<file path="src/shared/pcrs_pkg.sv">
// Purpose: Constants for the program counter and return stack block
// Assumes: One core clock, synchronous active-high reset
// Notes:   Functional notes follow
// Functional notes
// (RQ1) Program counter is 13 bits; low byte readable and writable, upper bits hidden.
// (RQ2) Any reset clears the program counter to zero.
// (RQ3) Low-byte write loads counter bits 12..8 from latch bits 4..0.
// (RQ4) Call and jump take 11 bits from instruction, top two from latch 4..3.
// (RQ5) Return stack holds eight 13-bit entries; pointer hidden from software.
// (RQ6) Call or interrupt vectoring pushes the program counter.
// (RQ7) Any return kind pops the stack and reloads all 13 counter bits.
// (RQ8) Push and pop never touch the high-byte latch.
// (RQ9) Stack is circular; ninth push overwrites first, tenth the second.
// (RQ10) No overflow or underflow status exists.
// (RQ11) Software computed jumps do not carry past a 256-word block.
// (RQ12) Counter addresses a contiguous 8K-word program space.
// (RQ13) Software sets latch page bits before cross-page call or jump.
// (RQ14) Pointer wraps modulo eight on pops as well as pushes.
package pcrs_pkg;
   localparam int PC_W        = 13;
   localparam int LOW_W       = 8;
   localparam int UPPER_W     = 5;
   localparam int LATCH_W     = 8;
   localparam int TGT_W       = 11;
   localparam int PAGE_LSB    = 3;
   localparam int PAGE_MSB    = 4;
   localparam int STACK_DEPTH = 8;
   localparam int SP_W        = 3;
   localparam logic [PC_W-1:0]    PC_RESET    = 13'h0000;
   localparam logic [LATCH_W-1:0] LATCH_RESET = 8'h00;
   localparam logic [SP_W-1:0]    SP_RESET    = 3'h0;
endpackage

</file>
<file path="src/hdl/pcrs_top.sv">
`timescale 1ns/100ps
// Purpose: Program counter, high-byte latch and circular return stack
// Assumes: Decoder issues at most one operation per cycle; priority resolves overlap
// Notes:   Pop takes two cycles because the stack memory read is registered
module pcrs_top
   import pcrs_pkg::*;
(
   input  wire logic               sys_clk,                // Core clock
   input  wire logic               rst,                    // Synchronous reset, any source
   input  wire logic               pc_advance,             // Increment counter
   input  wire logic               low_wr,                 // Software writes low byte
   input  wire logic [LOW_W-1:0]   low_wdata,              // Low byte write data
   input  wire logic               latch_wr,               // Software writes high latch
   input  wire logic [LATCH_W-1:0] latch_wdata,            // High latch write data
   input  wire logic               jump_op,                // Jump instruction
   input  wire logic               call_op,                // Call instruction
   input  wire logic [TGT_W-1:0]   target,                 // Instruction target bits
   input  wire logic               irq_vector,             // Interrupt forces branch
   input  wire logic [PC_W-1:0]    vector_addr,            // Interrupt vector address
   input  wire logic               return_op,              // Plain return
   input  wire logic               return_with_literal_op, // Return with literal
   input  wire logic               interrupt_return_op,    // Return from interrupt
   output logic      [PC_W-1:0]    fetch_addr,             // Program counter
   output logic      [LOW_W-1:0]   pc_low_byte_reg,        // Low byte readback
   output logic      [LATCH_W-1:0] pc_high_latch,          // Latch readback
   output logic                    busy                    // Pop in progress
);
   ////////////////////////////////////////////////////////////////////////////
   logic [PC_W-1:0]    pc_r;        // Program counter
   logic [LATCH_W-1:0] latch_r;     // High-byte latch
   logic [SP_W-1:0]    sp_r;        // Next free stack slot
   logic               pop_pend_r;  // Reload cycle of a pop
   logic [PC_W-1:0]    stk_rdata;   // Registered stack read
   logic               do_push;     // Push taken this cycle
   logic               do_pop;      // Pop taken this cycle

   // Page form for call and jump
   function automatic logic [PC_W-1:0] paged(input logic [LATCH_W-1:0] l,
                                             input logic [TGT_W-1:0] t);
      paged = {l[PAGE_MSB:PAGE_LSB], t}; // RQ4
   endfunction

   // Push on call or vectoring; pop on any return kind
   assign do_push = !pop_pend_r && (call_op || irq_vector); // RQ6
   assign do_pop  = !pop_pend_r && !do_push &&
                    (return_op || return_with_literal_op || interrupt_return_op); // RQ7
   assign busy    = pop_pend_r;

   ////////////////////////////////////////////////////////////////////////////
   // Stack memory: push writes slot sp, pop reads slot sp-1 (modulo eight)
   pcrs_stack_mem u_mem // RQ5
   (
      .sys_clk (sys_clk),
      .wr_en   (do_push),
      .wr_addr (sp_r),
      .wr_data (pc_r),
      .rd_addr (sp_r - 3'h1),
      .rd_data (stk_rdata)
   );

   // Stack pointer wraps both ways; no overflow flag by design
   always_ff @(posedge sys_clk)
   begin
      if (rst)
         sp_r <= SP_RESET;
      else if (do_push)
         sp_r <= sp_r + 3'h1; // RQ9 RQ10
      else if (do_pop)
         sp_r <= sp_r - 3'h1; // RQ14
   end

   // Pop waits one cycle for registered read data
   always_ff @(posedge sys_clk)
   begin
      if (rst)
         pop_pend_r <= 1'b0;
      else
         pop_pend_r <= do_pop;
   end

   ////////////////////////////////////////////////////////////////////////////
   // Latch is only written by software, never by stack traffic
   always_ff @(posedge sys_clk)
   begin
      if (rst)
         latch_r <= LATCH_RESET;
      else if (latch_wr)
         latch_r <= latch_wdata; // RQ8
   end

   // Program counter; 13 bits span the 8K space with natural wrap
   always_ff @(posedge sys_clk)
   begin
      if (rst)
         pc_r <= PC_RESET; // RQ2
      else if (pop_pend_r)
         pc_r <= stk_rdata; // RQ7
      else if (irq_vector)
         pc_r <= vector_addr;
      else if (call_op || jump_op)
         pc_r <= paged(latch_r, target); // RQ4
      else if (low_wr)
         pc_r <= {latch_r[UPPER_W-1:0], low_wdata}; // RQ3
      else if (pc_advance)
         pc_r <= pc_r + 13'h0001; // RQ12
   end

   // Only the low byte is visible; upper bits have no readback
   assign fetch_addr      = pc_r; // RQ1
   assign pc_low_byte_reg = pc_r[LOW_W-1:0];
   assign pc_high_latch   = latch_r;

   ////////////////////////////////////////////////////////////////////////////
   // Any reset leaves the counter at zero on the next edge
   property p_reset_clear;
      @(posedge sys_clk) rst |=> pc_r == PC_RESET;
   endproperty
   a_reset_clear: assert property (p_reset_clear) // RQ2
      else $error("pc not cleared");

   // A lone low write splices the latch bits above the written byte
   property p_low_load;
      @(posedge sys_clk) disable iff (rst)
         low_wr && !pop_pend_r && !irq_vector && !call_op && !jump_op
         |=> pc_r == {$past(latch_r[UPPER_W-1:0]), $past(low_wdata)};
   endproperty
   a_low_load: assert property (p_low_load) // RQ3
      else $error("low write load wrong");

   // Call and jump stay inside the page chosen by the latch
   property p_paged;
      @(posedge sys_clk) disable iff (rst)
         (call_op || jump_op) && !pop_pend_r && !irq_vector
         |=> pc_r == {$past(latch_r[PAGE_MSB:PAGE_LSB]), $past(target)};
   endproperty
   a_paged: assert property (p_paged) // RQ4
      else $error("paged load wrong");

   // Pointer steps up on every push and wraps past slot seven
   property p_push_sp;
      @(posedge sys_clk) disable iff (rst)
         do_push |=> sp_r == $past(sp_r) + 3'h1;
   endproperty
   a_push_sp: assert property (p_push_sp) // RQ9
      else $error("push pointer wrong");

   // Pointer steps down on every pop and wraps below slot zero
   property p_pop_sp;
      @(posedge sys_clk) disable iff (rst)
         do_pop |=> sp_r == $past(sp_r) - 3'h1;
   endproperty
   a_pop_sp: assert property (p_pop_sp) // RQ14
      else $error("pop pointer wrong");

   // Push, one quiet cycle, then pop gives back the pushed address
   property p_roundtrip;
      @(posedge sys_clk) disable iff (rst)
         do_push ##1 (!do_push && !do_pop) ##1 do_pop
         |=> ##1 pc_r == $past(pc_r, 4);
   endproperty
   a_roundtrip: assert property (p_roundtrip) // RQ7
      else $error("return address wrong");

   // Stack traffic, reload cycle included, never moves the latch
   property p_latch_keep;
      @(posedge sys_clk) disable iff (rst)
         (do_push || do_pop || pop_pend_r) && !latch_wr |=> latch_r == $past(latch_r);
   endproperty
   a_latch_keep: assert property (p_latch_keep) // RQ8
      else $error("latch disturbed");

   // Busy lasts exactly one cycle after a pop is taken
   property p_pop_one;
      @(posedge sys_clk) disable iff (rst)
         do_pop |=> pop_pend_r ##1 !pop_pend_r;
   endproperty
   a_pop_one: assert property (p_pop_one) // RQ7
      else $error("pop timing wrong");

   // A lone advance steps the counter by one through the 8K space
   property p_adv_step;
      @(posedge sys_clk) disable iff (rst)
         pc_advance && !pop_pend_r && !irq_vector && !call_op && !jump_op && !low_wr
         |=> pc_r == $past(pc_r) + 13'h0001;
   endproperty
   a_adv_step: assert property (p_adv_step) // RQ12
      else $error("advance step wrong");

   // Outside the reload cycle, vectoring loads the vector address whatever else is asked
   property p_vector_load;
      @(posedge sys_clk) disable iff (rst)
         irq_vector && !pop_pend_r |=> pc_r == $past(vector_addr);
   endproperty
   a_vector_load: assert property (p_vector_load) // RQ6
      else $error("vector load wrong");

   // While busy no push or pop may move the pointer
   property p_busy_sp;
      @(posedge sys_clk) disable iff (rst)
         pop_pend_r |=> sp_r == $past(sp_r);
   endproperty
   a_busy_sp: assert property (p_busy_sp) // RQ7
      else $error("pointer moved while busy");

   // Reload cycle takes all 13 bits from the stack read port
   property p_pop_reload;
      @(posedge sys_clk) disable iff (rst)
         pop_pend_r |=> pc_r == $past(stk_rdata);
   endproperty
   a_pop_reload: assert property (p_pop_reload) // RQ7
      else $error("pop reload wrong");

   // Software latch write lands on the next edge
   property p_latch_load;
      @(posedge sys_clk) disable iff (rst)
         latch_wr |=> latch_r == $past(latch_wdata);
   endproperty
   a_latch_load: assert property (p_latch_load) // RQ3
      else $error("latch write lost");

   // A push in the same cycle as a return drops the pop
   property p_push_wins;
      @(posedge sys_clk) disable iff (rst)
         (call_op || irq_vector) && !pop_pend_r |=> !pop_pend_r;
   endproperty
   a_push_wins: assert property (p_push_wins) // RQ6
      else $error("pop taken beside push");

   // Main scenarios: push, pop reload, low write, pointer wrap
   c_call: cover property (@(posedge sys_clk) do_push);
   c_ret: cover property (@(posedge sys_clk) pop_pend_r);
   c_low: cover property (@(posedge sys_clk) low_wr && !pop_pend_r);
   c_wrap: cover property (@(posedge sys_clk) do_push && sp_r == 3'h7);
endmodule

</file>
<file path="src/hdl/pcrs_stack_mem.sv">
`timescale 1ns/100ps
// Purpose: Eight-entry return address memory with registered read
// Assumes: Write and read addresses supplied by the owner
// Notes:   Contents are not reset; the read port registers mem[rd_addr] every cycle, written or not
module pcrs_stack_mem
   import pcrs_pkg::*;
#(
   parameter int DEPTH = STACK_DEPTH,
   parameter int AW    = SP_W,
   parameter int DW    = PC_W
)
(
   input  wire logic          sys_clk,  // Core clock
   input  wire logic          wr_en,    // Write strobe
   input  wire logic [AW-1:0] wr_addr,  // Write slot
   input  wire logic [DW-1:0] wr_data,  // Address to store
   input  wire logic [AW-1:0] rd_addr,  // Read slot
   output logic      [DW-1:0] rd_data   // Registered read data
);
   logic [DW-1:0] mem [DEPTH];

   // Store a return address
   always_ff @(posedge sys_clk)
   begin
      if (wr_en)
         mem[wr_addr] <= wr_data;
   end

   // Registered read port
   always_ff @(posedge sys_clk)
   begin
      rd_data <= mem[rd_addr];
   end
endmodule

</file>
<file path="config.mk">
export PLATFORM = sky130hd
export DESIGN_NAME = pcrs_top
export DESIGN_NICKNAME = d
export VERILOG_FILES = /design/src/shared/pcrs_pkg.sv /design/src/hdl/pcrs_top.sv /design/src/hdl/pcrs_stack_mem.sv
export SDC_FILE = /design/constraint.sdc
export NUM_CORES = 1
export LEC_CHECK = 0
export ABC_AREA = 1
export BUFFER_PORTS_ARGS = -buffer_cell sky130_fd_sc_hd__buf_4
export CAP_MARGIN = 20
export CORE_AREA = 2 2 112 114
export CTS_CLUSTER_SIZE = 40
export DETAILED_ROUTE_END_ITERATION = 10
export DIE_AREA = 0 0 114 116
export MAX_ROUTING_LAYER = met4
export PLACE_DENSITY = 0.83
export SETUP_SLACK_MARGIN = 0.05
export SKIP_CTS_REPAIR_TIMING = 1
export SLEW_MARGIN = 15
export SYNTH_ARGS = -nofsm -noshare
export SYNTH_HDL_FRONTEND = slang
export SYNTH_SLANG_ARGS = --single-unit
</file>
<file path="constraint.sdc">
create_clock -name sys_clk -period 1.85 [get_ports sys_clk]
set_input_delay 0.2775 -clock sys_clk [delete_from_list [all_inputs] [get_ports sys_clk]]
set_output_delay 0.2775 -clock sys_clk [all_outputs]
set_load 0.02 [all_outputs]
</file>
==> flow_summary.ini <==
[power_and_ir_drop]
p_int_mw = 6.42
leakage_nw = 3.00
clock_power_share_pct = 38.9
comb_power_share_pct = 16.6
pwr-share-seq_pct = 44.5
p_switching_mw = 2.40
powerDensity_nw_per_um2 = 1150
switching_share_pct = 27.2
ir_drop_uv = 599
power_mw = 8.82

[clock_network]
root_buffer = clkbuf_16
clk_latency_ns = 0.42
cts_htree_levels = 4
cts_inserted_buffers = 17
clkSinkCount = 142
clk_pin_slew_ns = 0.06
cts_buffer_depth = 2
tritoncts = built

[finish]
utilization_pct = 64.2
area_delta_synth_final_pct = 24.3
fillerInstances = 898
final_cell_mix = nor2_1 (135), buf_4 (112), edfxtp_1 (104)
nets = 770
final_cells = 876
layout-drive-gt1-share_pct = 23.6
final_common_cell = nor2_1
n_antenna_cell = 0

[die]
rows = 40
dieWidth_um = 114
die_h_um = 116
io_pins = 81
start_util_pct = 51.6
dieArea_um2 = 13200
design.core.area_um2 = 11900

[logic_synthesis]
synthDistinctLibCells = 36
ys.flop_type = edfxtp_1
syn_inst = 619
syn_avg_cell_area_um2 = 9.93
ys_seq_area_share_pct = 63.2
postSynth.asyncResetShare_pct = 0
syn_area_um2 = 6150
synth-seq-cells = 142
syn_nets = 673
ys_warn_count = 0
synth-edff-count = 104

[routing]
drt-total-wl_mm = 15.9
ant_nets = 0
firstDrtPassIters = 5
via_count = 5008
post_drt_wl_per_cell_um = 18.1
route.detailed.drc = 0
vias_per_cell = 5.72
drt_iter0_drc = 453

[setup_path]
timing.critical_path.required_ns = 2.17
path_depth = 7
path_common_cell = buf_4
arrival_ns = 2.06
path_max_fanout = 8
slowest_delay_ns = 0.38
startpoint_type = flip-flop
path_class = reg2reg
critPathSlowestCell = dfxtp_1
regToRegEndpoint = u_mem.rd_data[10]
rr_startpoint = sp_r[0]
endpoint_kind = flip-flop
path_buf_inv = 3
crit_chain = inv_2, ha_2, buf_4, buf_4, nor2_1, o21ai_0, a31oi_1
crit_family = buffers and inverters
reg2reg_depth = 7
worst-r2r-setup-slack_ns = 0.11

[global_route]
grt_pass1_vias = 4899
antenna_found_initial = 0
grt_first_pass_wirelength_mm = 25.2
grt_start_max_net_pins = 56
grt_use_total_pct = 25.9
grt-ovfl-total = 0

[timing]
post-route-period-util_pct = 94.3
setup_viol = 0
fin_hold_ws_ns = 0.0776
fin_tns_setup_ns = 0
relSlewSlack_pct = 70.0
hold_viol = 0
rsz0062_at_grt = no
fmax_mhz = 573
period_minus_slack_ns = 1.74
fin_worst_skew_ns = 0.00704
worstMarginPinSlew_ns = 0.450
drv_slew = 0

[place]
dp_hpwl_mm = 10.5
gp_congestion = 0.990
dp_cells = 844
portBuffers = 80

[hold_path]
hold_end = pc_high_latch[3]
hold_path.class = in2reg
min_path_cells = 3
min-delay-start = latch_wdata[3]

[outcome]
outcome = completed

[run]
max-cap-violations = 0
-- worst register-to-register path, cell delays in order, from the launching register on --
cell	delay, ns
dfxtp_1	0.38
inv_2	0.06
ha_2	0.37
buf_4	0.19
buf_4	0.15
nor2_1	0.09
o21ai_0	0.12
a31oi_1	0.28
-- power by group through the flow --
stage,registers (mW),logic (mW),clock network (mW)
floorplan,3.98,0.809,0
global placement,3.97,1.37,0
detailed placement,3.96,1.42,0
CTS,3.91,1.44,3.45
global route,3.94,1.61,3.60
finish,3.92,1.46,3.43
-- per-stage QoR --
step,setup slack [ns],instance area (um2)
2_1_floorplan,0.00472,6170
3_3_place_gp,0.165,7030
3_5_place_dp,0.0919,7030
4_1_cts,0.0492,7630
5_1_grt,0.0449,7640
6_report,0.106,7640
-- layout make-up --
class | instances | area [um2] | share of cell area (%)
timing repair buffer | 117 | 923 | 12.1
clock inverter | 15 | 173 | 2.26
clock buffer | 17 | 425 | 5.57
multi-input combinational | 406 | 1930 | 25.2
tap | 147 | 184 | 2.41
inverter | 32 | 125 | 1.64
sequential | 142 | 3880 | 50.8
-- metal layers --
metal	up-vias	routed length, um	GRT usage (%)	share of wire [%]
met2	283	7690	42.3	48
met3	34	1340	4.86	8.4
met1	2369	6520	32.4	41
met4	0	342	10.1	2.2
li1	2322	-	-	-
met5	-	0	-	0
-- how the worst max path moves through the flow --
stage,start,end,slack [ns]
floorplan,sp_r[0],u_mem.mem[0][0],0.005
global placement,sp_r[0],u_mem.rd_data[10],0.17
detailed placement,sp_r[0],u_mem.mem[3][11],0.09
CTS,sp_r[1],u_mem.rd_data[10],0.05
global route,sp_r[0],u_mem.rd_data[2],0.04
finish,sp_r[0],u_mem.rd_data[10],0.11
-- state kept, by name, indices dropped and copies added, names as in the netlist --
signal         count
u_mem.rd_data     13
pc_high_latch      8
sp_r               3
u_mem.mem        104
busy               1
fetch_addr        13
-- logic make-up after synthesis --
group,Yosys count,share of synthesized area [%]
AND/OR/NAND/NOR,251,17.0
AO/OA/AOI/OAI,149,13.2
flip-flops,142,63.2
buffers and inverters,71,5.48
XOR/XNOR,3,0.550
adder cells (fa/ha/maj),3,0.611
-- cell usage after synthesis, types with 10 or more instances --
library cell | n | share of area (%)
a21oi_1 | 26 | 2.1
a31oi_1 | 18 | 1.8
buf_2 | 14 | 1.1
buf_4 | 10 | 1.2
clkbuf_1 | 12 | 0.73
dfxtp_1 | 38 | 12
edfxtp_1 | 104 | 51
inv_1 | 25 | 1.5
nand2_1 | 78 | 4.8
nand3_1 | 18 | 1.5
nor2_1 | 135 | 8.2
o21ai_0 | 76 | 6.2
o22ai_1 | 13 | 1.3
(Power assumes the default switching activity.)
